$ cat src/rtl/dfpec_cfg.svh
`ifndef DFPEC_CFG_SVH
`define DFPEC_CFG_SVH

// ---------------------------------------------------------------
// register indices (byte address is four times the index)
// ---------------------------------------------------------------
`define DFPEC_IDX_STATUS      10'h000
`define DFPEC_IDX_WORD_INDEX  10'h001
`define DFPEC_IDX_BUFFER      10'h002
`define DFPEC_IDX_CONTROL     10'h003
`define DFPEC_IDX_EEE_START   10'h004
`define DFPEC_IDX_ERR_STATUS  10'h007
`define DFPEC_IDX_IRQ_STATUS  10'h008
`define DFPEC_IDX_IRQ_MASK    10'h009

// ---------------------------------------------------------------
// field positions
// ---------------------------------------------------------------
`define DFPEC_ST_COMMAND_COMPLETE_FLAG         7
`define DFPEC_ST_ACCESS_ERROR_FLAG       5
`define DFPEC_ST_PROTECTION_VIOLATION_FLAG       4
`define DFPEC_ST_BUSY         3
`define DFPEC_ST_VERR         1
`define DFPEC_ST_VUNC         0
`define DFPEC_CTL_LOADING     0
`define DFPEC_CTL_MODE_OK     1
`define DFPEC_ERR_EPVIOL      4
`define DFPEC_ERR_DOUBLE      1
`define DFPEC_ERR_SINGLE      0
`define DFPEC_IRQ_DONE        0
`define DFPEC_IRQ_ACCESS_ERROR_FLAG      1
`define DFPEC_IRQ_VERIFY      2

// ---------------------------------------------------------------
// reset values and codes
// ---------------------------------------------------------------
`define DFPEC_RST_CONTROL     8'h02
`define DFPEC_RST_EEE_START   16'h8000
`define DFPEC_CMD_PROGRAM     8'h11
`define DFPEC_CMD_ERASE       8'h12
`define DFPEC_IDX_MIN_PROG    3'h2
`define DFPEC_IDX_MAX_PROG    3'h5
`define DFPEC_IDX_ERASE       3'h1
`define DFPEC_DF_BASE         23'h10_0000
`define DFPEC_ERASED_WORD     16'hFFFF

`endif

$ cat src/rtl/dfpec_pkg.sv
package dfpec_pkg;

    // operation handed to the array engine
    typedef struct packed {
        logic        erase;
        logic [22:0] addr;
        logic [7:0]  words;
        logic [63:0] data;
    } dfpec_cmd_t;

    // request to the flash array
    typedef struct packed {
        logic        req;
        logic        write;
        logic [22:0] addr;
        logic [15:0] wdata;
    } dfpec_arr_req_t;

    // answer from the flash array
    typedef struct packed {
        logic        ack;
        logic [15:0] rdata;
        logic        err;
        logic        uncorr;
    } dfpec_arr_rsp_t;

    typedef enum logic [3:0] {
        E_IDLE   = 4'b0001,
        E_WRITE  = 4'b0010,
        E_VERIFY = 4'b0100,
        E_DONE   = 4'b1000
    } dfpec_eng_state_t;

    typedef enum logic [2:0] {
        S_IDLE  = 3'b001,
        S_CHECK = 3'b010,
        S_RUN   = 3'b100
    } dfpec_seq_state_t;

endpackage

$ cat src/rtl/dfpec_engine.sv
`timescale 1ns/1ps
`include "dfpec_cfg.svh"

module dfpec_engine (
    // clock and reset
    input  wire logic                    hclk,
    input  wire logic                    hresetn,
    // command from the sequencer
    input  wire logic                    start,
    input  wire dfpec_pkg::dfpec_cmd_t   cmd,
    output logic                         done,
    output logic                         verify_err,
    output logic                         verify_unc,
    // flash array port
    output dfpec_pkg::dfpec_arr_req_t    arr_req,
    input  wire dfpec_pkg::dfpec_arr_rsp_t arr_rsp
);
    import dfpec_pkg::*;

    dfpec_eng_state_t state;
    dfpec_cmd_t       op;
    logic [7:0]       pos;
    logic [15:0]      expect_word;
    logic [1:0]       sel;

    // ---------------------------------------------------------------
    // word expected at the current position
    // ---------------------------------------------------------------
    assign sel = pos[1:0];
    assign expect_word = op.erase ? `DFPEC_ERASED_WORD : op.data[16*sel +: 16];

    // request to the array, one word at a time
    assign arr_req.req   = (state == E_WRITE) || (state == E_VERIFY);
    assign arr_req.write = (state == E_WRITE);
    assign arr_req.addr  = op.addr + {14'h0000, pos, 1'b0};
    assign arr_req.wdata = expect_word;

    // ---------------------------------------------------------------
    // walk: write every word, then read every word back
    // ---------------------------------------------------------------
    always_ff @(posedge hclk or negedge hresetn) begin
        if (!hresetn) begin
            state <= E_IDLE;
            op    <= '0;
            pos   <= 8'h00;
        end else begin
            case (state)
                E_IDLE: begin
                    if (start) begin
                        op    <= cmd;
                        pos   <= 8'h00;
                        state <= E_WRITE;
                    end
                end
                E_WRITE: begin
                    if (arr_rsp.ack) begin
                        if (pos == op.words - 8'h01) begin
                            pos   <= 8'h00;
                            state <= E_VERIFY; // erase then verify [RL13]
                        end else begin
                            pos <= pos + 8'h01;
                        end
                    end
                end
                E_VERIFY: begin
                    if (arr_rsp.ack) begin
                        if (pos == op.words - 8'h01) begin
                            state <= E_DONE;
                        end else begin
                            pos <= pos + 8'h01;
                        end
                    end
                end
                E_DONE: begin
                    state <= E_IDLE;
                end
                default: begin
                    state <= E_IDLE;
                end
            endcase
        end
    end

    // ---------------------------------------------------------------
    // verify result collection
    // ---------------------------------------------------------------
    always_ff @(posedge hclk or negedge hresetn) begin
        if (!hresetn) begin
            verify_err <= 1'b0;
            verify_unc <= 1'b0;
        end else if (state == E_IDLE && start) begin
            verify_err <= 1'b0;
            verify_unc <= 1'b0;
        end else if (state == E_VERIFY && arr_rsp.ack) begin
            if (arr_rsp.err || arr_rsp.uncorr || arr_rsp.rdata != expect_word) begin
                verify_err <= 1'b1; // any verify fault [RL8]
            end
            if (arr_rsp.uncorr) begin
                verify_unc <= 1'b1; // uncorrectable fault [RL9]
            end
        end
    end

    assign done = (state == E_DONE);

endmodule

$ cat src/rtl/dfpec_top.sv
// Chosen here: the AHB-Lite register port.
`timescale 1ns/1ps
`include "dfpec_cfg.svh"

// Functional notes
// (RL1) program: index must lie 010 to 101
// (RL2) program during field loading: access error
// (RL3) command barred in mode: access error
// (RL4) invalid global address: access error
// (RL5) odd word address: access error; only program checks it here, erase is not refused for an odd address
// (RL6) program into eeprom partition: access error
// (RL7) words breaching block or partition: access error
// (RL8) any verify fault sets upper status bit
// (RL9) uncorrectable verify fault sets lower bit
// (RL10) error status readable, writes only clear
// (RL11) erase word 000: code 0x12, address high
// (RL12) erase word 001: address low in sector
// (RL13) erase whole sector, then verify it
// (RL14) complete flag returns after erase verify
// (RL15) write one to complete flag launches command
// (RL16) launch ignored while access error set
// (RL17) access error cleared by writing one
// (RL18) rejected command leaves array untouched

module dfpec_top #(
    parameter logic [22:0] DF_SIZE     = 23'h00_8000,
    parameter int          SECT_BYTES  = 256
) (
    // ahb-lite clock and reset
    input  wire logic                      hclk,
    input  wire logic                      hresetn,
    // ahb-lite slave
    input  wire logic                      hsel,
    input  wire logic [31:0]               haddr,
    input  wire logic [1:0]                htrans,
    input  wire logic                      hwrite,
    input  wire logic [2:0]                hsize,
    input  wire logic [31:0]               hwdata,
    input  wire logic                      hready,
    output logic      [31:0]               hrdata,
    output logic                           hreadyout,
    output logic                           hresp,
    // flash array
    output dfpec_pkg::dfpec_arr_req_t      arr_req,
    input  wire dfpec_pkg::dfpec_arr_rsp_t arr_rsp,
    // interrupt
    output logic                           irq
);
    import dfpec_pkg::*;

    localparam logic [7:0] SECT_WORDS = 8'(SECT_BYTES / 2);
    localparam logic [22:0] SECT_MASK = 23'(SECT_BYTES - 1);

    // register state
    logic        command_complete_flag, access_error_flag, protection_violation_flag, verr, vunc;
    logic [2:0]  word_index;
    logic [15:0] cmd_buf [0:5];
    logic [7:0]  control;
    logic [15:0] eee_start;
    logic [7:0]  err_status;
    logic [2:0]  irq_status, irq_mask;

    // bus phase capture
    logic        wr_data_phase, rd_pend;
    logic [9:0]  ph_index;

    // sequencer
    dfpec_seq_state_t seq;
    logic        launch, reject, eng_start;
    logic        eng_done, eng_verr, eng_vunc;
    dfpec_cmd_t  cmd;

    // --------------------
    // ahb-lite address phase capture
    // --------------------
    logic addr_ok;
    assign addr_ok = hsel && hready && htrans[1];

    // writes need no wait, reads take one wait state
    always_ff @(posedge hclk or negedge hresetn) begin
        if (!hresetn) begin
            wr_data_phase <= 1'b0;
            rd_pend  <= 1'b0;
            ph_index <= 10'h000;
        end else begin
            wr_data_phase <= addr_ok && hwrite;
            rd_pend <= addr_ok && !hwrite;
            if (addr_ok) begin
                ph_index <= haddr[11:2];
            end
        end
    end

    // read data is sampled in the wait cycle of a read
    logic rd_wait;
    always_ff @(posedge hclk or negedge hresetn) begin
        if (!hresetn) begin
            rd_wait <= 1'b0;
        end else begin
            rd_wait <= rd_pend && !rd_wait;
        end
    end

    assign hreadyout = !(rd_pend && !rd_wait);
    assign hresp     = 1'b0;

    // write strobes per register
    logic wr_status, wr_err, wr_irq;
    assign wr_status = wr_data_phase && ph_index == `DFPEC_IDX_STATUS;
    assign wr_err    = wr_data_phase && ph_index == `DFPEC_IDX_ERR_STATUS;
    assign wr_irq    = wr_data_phase && ph_index == `DFPEC_IDX_IRQ_STATUS;

    // --------------------
    // read mux
    // --------------------
    logic [7:0] status_view;
    assign status_view = {command_complete_flag, 1'b0, access_error_flag, protection_violation_flag, !command_complete_flag, 1'b0, verr, vunc};

    always_ff @(posedge hclk or negedge hresetn) begin
        if (!hresetn) begin
            hrdata <= 32'h0000_0000;
        end else if (rd_pend && !rd_wait) begin
            case (ph_index)
                `DFPEC_IDX_STATUS:     hrdata <= {24'h00_0000, status_view};
                `DFPEC_IDX_WORD_INDEX: hrdata <= {29'h0000_0000, word_index};
                `DFPEC_IDX_BUFFER:     hrdata <= {16'h0000, (word_index <= 3'h5) ?
                                                  cmd_buf[word_index] : 16'h0000};
                `DFPEC_IDX_CONTROL:    hrdata <= {24'h00_0000, control};
                `DFPEC_IDX_EEE_START:  hrdata <= {16'h0000, eee_start};
                `DFPEC_IDX_ERR_STATUS: hrdata <= {24'h00_0000, err_status}; // [RL10]
                `DFPEC_IDX_IRQ_STATUS: hrdata <= {29'h0000_0000, irq_status};
                `DFPEC_IDX_IRQ_MASK:   hrdata <= {29'h0000_0000, irq_mask};
                default:               hrdata <= 32'h0000_0000;
            endcase
        end
    end

    // --------------------
    // plain configuration registers
    // --------------------
    always_ff @(posedge hclk or negedge hresetn) begin
        if (!hresetn) begin
            word_index <= 3'h0;
            control    <= `DFPEC_RST_CONTROL;
            eee_start  <= `DFPEC_RST_EEE_START;
            irq_mask   <= 3'h0;
        end else if (wr_data_phase) begin
            case (ph_index)
                `DFPEC_IDX_WORD_INDEX: word_index <= hwdata[2:0];
                `DFPEC_IDX_CONTROL:    control    <= hwdata[7:0];
                `DFPEC_IDX_EEE_START:  eee_start  <= hwdata[15:0];
                `DFPEC_IDX_IRQ_MASK:   irq_mask   <= hwdata[2:0];
                default:               word_index <= word_index;
            endcase
        end
    end

    // command buffer, one word per index
    always_ff @(posedge hclk or negedge hresetn) begin
        if (!hresetn) begin
            for (int i = 0; i < 6; i++) begin
                cmd_buf[i] <= 16'h0000;
            end
        end else if (wr_data_phase && ph_index == `DFPEC_IDX_BUFFER
                     && word_index <= 3'h5 && command_complete_flag) begin
            cmd_buf[word_index] <= hwdata[15:0]; // words 000 and 001 [RL11] [RL12]
        end
    end

    // --------------------
    // launch checks
    // --------------------
    logic [7:0]  code;
    logic [22:0] gaddr;
    logic [22:0] off;
    logic [22:0] last;
    logic [7:0]  nwords;
    logic        is_prog, is_erase, in_range, bad;

    assign code     = cmd_buf[0][15:8];
    assign gaddr    = {cmd_buf[0][6:0], cmd_buf[1]};
    assign off      = gaddr - `DFPEC_DF_BASE;
    assign is_prog  = code == `DFPEC_CMD_PROGRAM;
    assign is_erase = code == `DFPEC_CMD_ERASE;
    assign nwords   = {5'h00, word_index} - 8'h01;
    assign last     = off + {14'h0000, nwords, 1'b0} - 23'h00_0002;
    assign in_range = gaddr >= `DFPEC_DF_BASE && off < DF_SIZE;

    always_comb begin
        bad = 1'b0;
        if (!is_prog && !is_erase) bad = 1'b1;
        if (!control[`DFPEC_CTL_MODE_OK]) bad = 1'b1; // not allowed in this mode [RL3]
        if (!in_range) bad = 1'b1; // no such location [RL4]
        if (is_erase && word_index != `DFPEC_IDX_ERASE) bad = 1'b1;
        if (is_erase && in_range && off >= {7'h00, eee_start}) begin
            bad = 1'b1; // erase limited to the user partition [RL13]
        end
        if (is_prog) begin
            if (word_index < `DFPEC_IDX_MIN_PROG || word_index > `DFPEC_IDX_MAX_PROG) begin
                bad = 1'b1; // index window [RL1]
            end
            if (control[`DFPEC_CTL_LOADING]) bad = 1'b1; // field load still running [RL2]
            if (gaddr[0]) bad = 1'b1; // misaligned word [RL5]
            if (off >= {7'h00, eee_start}) bad = 1'b1; // start in eeprom region [RL6]
            if (last >= DF_SIZE || last >= {7'h00, eee_start}) begin
                bad = 1'b1; // run breaches the end [RL7]
            end
        end
    end

    // operation given to the engine
    always_comb begin
        cmd.erase = is_erase;
        cmd.addr  = is_erase ? (gaddr & ~SECT_MASK) : gaddr;
        cmd.words = is_erase ? SECT_WORDS : nwords;
        cmd.data  = {cmd_buf[5], cmd_buf[4], cmd_buf[3], cmd_buf[2]};
    end

    // --------------------
    // sequencer
    // --------------------
    assign launch    = wr_status && hwdata[`DFPEC_ST_COMMAND_COMPLETE_FLAG] && command_complete_flag
                       && !access_error_flag && !protection_violation_flag; // blocked by errors [RL15] [RL16]
    assign reject    = (seq == S_CHECK) && bad;
    assign eng_start = (seq == S_CHECK) && !bad; // array left alone on error [RL18]

    always_ff @(posedge hclk or negedge hresetn) begin
        if (!hresetn) begin
            seq <= S_IDLE;
        end else begin
            case (seq)
                S_IDLE:  if (launch) seq <= S_CHECK;
                S_CHECK: seq <= bad ? S_IDLE : S_RUN;
                S_RUN:   if (eng_done) seq <= S_IDLE;
                default: seq <= S_IDLE;
            endcase
        end
    end

    // complete flag: low from launch to finish or reject
    always_ff @(posedge hclk or negedge hresetn) begin
        if (!hresetn) begin
            command_complete_flag <= 1'b1;
        end else if (launch) begin
            command_complete_flag <= 1'b0; // [RL15]
        end else if (reject || eng_done) begin
            command_complete_flag <= 1'b1; // after a reject, or after the erase or write and its verify [RL14]
        end
    end

    // access error: set wins over clear
    always_ff @(posedge hclk or negedge hresetn) begin
        if (!hresetn) begin
            access_error_flag <= 1'b0;
        end else if (reject) begin
            access_error_flag <= 1'b1;
        end else if (wr_status && hwdata[`DFPEC_ST_ACCESS_ERROR_FLAG]) begin
            access_error_flag <= 1'b0; // write one clears [RL17]
        end
    end

    // protection violation: nothing here sets it
    always_ff @(posedge hclk or negedge hresetn) begin
        if (!hresetn) begin
            protection_violation_flag <= 1'b0;
        end else if (wr_status && hwdata[`DFPEC_ST_PROTECTION_VIOLATION_FLAG]) begin
            protection_violation_flag <= 1'b0;
        end
    end

    // verify status, renewed at each launch
    always_ff @(posedge hclk or negedge hresetn) begin
        if (!hresetn) begin
            verr <= 1'b0;
            vunc <= 1'b0;
        end else if (launch) begin
            verr <= 1'b0;
            vunc <= 1'b0;
        end else if (eng_done) begin
            verr <= eng_verr; // [RL8]
            vunc <= eng_vunc; // [RL9]
        end
    end

    // error status: hardware sets, software only clears
    always_ff @(posedge hclk or negedge hresetn) begin
        if (!hresetn) begin
            err_status <= 8'h00;
        end else begin
            for (int b = 0; b < 8; b++) begin
                if (eng_done && b == `DFPEC_ERR_SINGLE && eng_verr && !eng_vunc) begin
                    err_status[b] <= 1'b1;
                end else if (eng_done && b == `DFPEC_ERR_DOUBLE && eng_vunc) begin
                    err_status[b] <= 1'b1;
                end else if (wr_err && hwdata[b]) begin
                    err_status[b] <= 1'b0; // write can only clear [RL10]
                end
            end
        end
    end

    // --------------------
    // interrupt status and output
    // --------------------
    logic [2:0] irq_set;
    assign irq_set = {eng_done && eng_verr, reject, reject || eng_done};

    always_ff @(posedge hclk or negedge hresetn) begin
        if (!hresetn) begin
            irq_status <= 3'h0;
        end else begin
            irq_status <= irq_set | (irq_status & ~({3{wr_irq}} & hwdata[2:0]));
        end
    end

    assign irq = |(irq_status & irq_mask);

    // --------------------
    // array engine
    // --------------------
    dfpec_engine u_engine (
        .hclk       (hclk),
        .hresetn    (hresetn),
        .start      (eng_start),
        .cmd        (cmd),
        .done       (eng_done),
        .verify_err (eng_verr),
        .verify_unc (eng_vunc),
        .arr_req    (arr_req),
        .arr_rsp    (arr_rsp)
    );

endmodule

$ cat config.mk
export PLATFORM = sky130hd
export DESIGN_NAME = dfpec_top
export DESIGN_NICKNAME = d
export VERILOG_FILES = /design/src/rtl/dfpec_pkg.sv /design/src/rtl/dfpec_engine.sv /design/src/rtl/dfpec_top.sv
export VERILOG_INCLUDE_DIRS = /design/src /design/src/rtl
export SDC_FILE = /design/constraint.sdc
export NUM_CORES = 1
export LEC_CHECK = 0
export ABC_CLOCK_PERIOD_IN_PS = 6000
export BUFFER_PORTS_ARGS = -buffer_cell sky130_fd_sc_hd__clkbuf_2
export CORE_UTILIZATION = 60
export DETAILED_ROUTE_END_ITERATION = 6
export PLACE_DENSITY = 0.78
export SYNTH_ARGS = -nofsm -noshare
export SYNTH_HDL_FRONTEND = slang
export SYNTH_SLANG_ARGS = --single-unit
$ cat constraint.sdc
create_clock -name hclk -period 6 [get_ports hclk]
set_clock_uncertainty 0.05 [all_clocks]
set_input_delay 1.8 -clock hclk [delete_from_list [all_inputs] [get_ports hclk]]
set_output_delay 1.8 -clock hclk [all_outputs]
set_load 0.005 [all_outputs]
==> reports/metrics.cfg <==
[die]
die_area_sq_mm = 0.0269
die_h_um = 164
rows = 58
die_w_um = 164
initial_core_util_pct = 61.8
core-area_sq_mm = 0.0255
io_pins = 169

[clock_tree]
cts_tree = built
cts_buffer_depth = 3
root_buffer = clkbuf_16
numClockSinks = 274
path_clk_slew_ps = 60
postCtsSetupBuffers = 0
cts_buffers = 28
cts_resized = 0
htree_levels = 1
postCtsHoldBufs = 0
clkLatencyLatePin_ps = 550

[setup_path]
cp.arrival_ps = 6110
crit_path_end_kind = flop
critPathRequiredTime_ps = 6350
critical_path_buf_inv_count = 5
start_kind = flop
slowest_stage = fa_1
crit_family = compound AO/OA/AOI/OAI gates
cpPeakStageDelay_ps = 430
crit_type = flop to flop
critPathMaxFanout = 20
critical_path.most_common_cell = ha_1

[global_route]
grt_usage_pct = 31.6
grt.overflow.total = 0
grt_pass1_vias = 11578
antenna_found_initial = 0
grt_max_degree = 109
grt_pass1_wl_um = 64500

[route]
avgViaCountPerCell = 6.24
drt_first_pass_iters = 5
route.vias.total = 11764
drc = 0
drt_iter0_markers = 921
final_antenna_net_count = 0
routed_wl_um = 41100
route.detailed.wl_per_inst_um = 21.8

[yosys]
syn_inst = 1419
synthArstFlopShare_pct = 100
synth-main-ff-cell = dfrtp_1
synth.avg_cell_area_sq_um = 11.1
seq_area_frac_synth_pct = 43.6
synth-seq-cells = 274
synth-edff-count = 0
yosysUniqueCellTypes = 82
syn-cell-area_sq_mm = 0.0157
yosysWarnings = 0

[placement]
gp_congestion = 0.988
place_inst = 1833
port_buffers = 109
post_dp_cell_area_sq_mm = 0.0167
dpl.hpwl_um = 29800
dpl_worst_slack_ps = 201

[pwr]
p_per_area_mw_per_mm2 = 252
peakVddDrop_mv = 0.233
leakagePower_nw = 8.63

[timing]
setup_ws_ps = 247
slew_violations = 0
finalHoldViolations = 0
fin_setup_tns_ps = 0
tightest_slew_ps = 1240
setup_violations = 0
finalCritPeriodShare_pct = 95.9
period_needed_ps = 5750
slew_headroom_pct = 17.1
fmax_mhz = 174

[cells_and_area]
antenna_cells = 0
final-seq-area_sq_mm = 0.00686
n_fill_cell = 1858
drive_gt1_share_pct = 29.3
multi_input_area_sq_mm = 0.00817
final_core_util_pct = 69.2
finish.instance_area_sq_mm = 0.0176
final_cells = 1885
fin_nets = 1711
area_delta_synth_final_pct = 12.0

[worst_hold_path]
min_path_type = flop to flop

[job]
cap_violations = 0

[outcome]
status = complete, no violations

-- power by group --
| group | switching (mW) | internal (mW) |
|---|---|---|
| sequential | 0.0939 | 1.92 |
| combinational | 0.424 | 0.324 |
| clock | 0.719 | 0.965 |
-- synth_stat cells, types with 5 or more instances --
master,n,area (sq um)
dfrtp_1,269,6730
mux2_2,152,1710
nand2_1,119,447
inv_1,104,390
ha_1,83,1040
o21ai_0,80,400
nor2_1,50,188
a21oi_1,45,225
xnor2_1,37,324
clkbuf_1,34,128
mux2_4,34,510
mux4_2,32,721
nand3_1,24,120
nor3_1,22,110
buf_4,20,150
or2_2,19,119
xor2_1,19,166
mux2i_1,18,180
nor2b_1,17,106
o22ai_1,17,106
buf_2,16,80.1
a21o_1,11,82.6
nand4_1,11,68.8
a22oi_1,10,75.1
nand2b_1,10,62.6
nor4_1,9,56.3
and3_1,8,50.1
a222oi_1,7,70.1
a31oi_1,7,43.8
and2_1,7,43.8
or3_1,7,43.8
a221oi_1,6,52.6
a22o_1,6,52.6
a41oi_1,5,43.8
buf_6,5,56.3
dfstp_2,5,131
o211a_1,5,50.1
-- worst register-to-register path, delay by kind of cell (launching register included) --
family,cells,cell delay (ps)
adder cells (fa/ha/maj),5,1530
AO/OA/AOI/OAI,10,1770
AND/OR/NAND/NOR,4,950
XOR/XNOR,1,140
buffers and inverters,5,760
flip-flops,1,420
-- layout make-up --
class                           count  area share [%]
Clock buffer                       45            4.80
Clock inverter                      7           0.255
Inverter                          105            2.23
Multi-Input combinational cell    978            46.3
Sequential cell                   274            38.9
Tap cell                          330            2.34
Timing Repair Buffer              146            5.15
-- final timing paths --
kind,startpoint,end,slack [ps],depth (start not counted)
worst max register to register,word_index[0],u_engine.op[85],250,25
max in group asynchronous,hresetn,u_engine.op[84],3520,2
min in group asynchronous,hresetn,u_engine.op[72],1230,1
worst min register to register,hrdata[13],hrdata[13],430,2
worst min-delay path,hrdata[13],hrdata[13],430,2
worst max-delay path,word_index[0],u_engine.op[85],250,25
-- layer usage --
layer	track usage, %	vias up	part of all wire, %	wire length, um
met4	11.8	0	3.9	1600
met3	4.39	97	6.9	2830
li1	-	5282	-	-
met5	0	-	0	0
met1	43.8	5887	43	17500
met2	50.7	498	47	19200
-- registers in the layout, summed over array words and instances (netlist names), 8 cells and up --
register,count
hrdata,16
cmd,64
u_engine.pos,8
ph_index,10
eee_start,16
cmd_buf,32
control,8
u_engine.op,93
-- logic make-up (layout without fill, tap and decap cells) --
family / Yosys count / count (layout) / synth area share [%]
adder cells (fa/ha/maj): 85 / 85 / 6.85
multiplexers: 236 / 236 / 19.8
XOR/XNOR: 57 / 57 / 3.22
AND/OR/NAND/NOR: 337 / 337 / 11.0
buffers and inverters: 183 / 303 / 5.21
other: 1 / 17 / 0.0238
flip-flops: 274 / 274 / 43.6
AO/OA/AOI/OAI: 246 / 246 / 10.2
-- stage by stage --
step / hold WS [ps] / power (mW)
after floorplan: 399 / 2.52
final: 429 / 4.45
after detailed placement: 419 / 2.78
after global placement: 412 / 2.76
after global routing: 465 / 4.62
after CTS: 438 / 4.45
-- placed cells by master (no fill, tap or decap), types with 10 or more instances in the layout --
master,n
clkbuf_16,29
xor2_1,19
ha_1,83
conb_1,17
mux2_2,152
a22oi_1,10
mux2_4,34
nand4_1,11
nor3_1,22
a21oi_1,44
nand2_1,119
nor2b_1,17
mux2i_1,18
xnor2_1,36
inv_1,103
o22ai_1,17
nand3_1,24
a21o_1,11
nor2_1,49
clkbuf_1,10
mux4_2,32
clkbuf_2,108
o21ai_0,79
or2_2,19
nand2b_1,10
dfrtp_1,268
buf_4,31
Power figures use the tool's default switching activity.
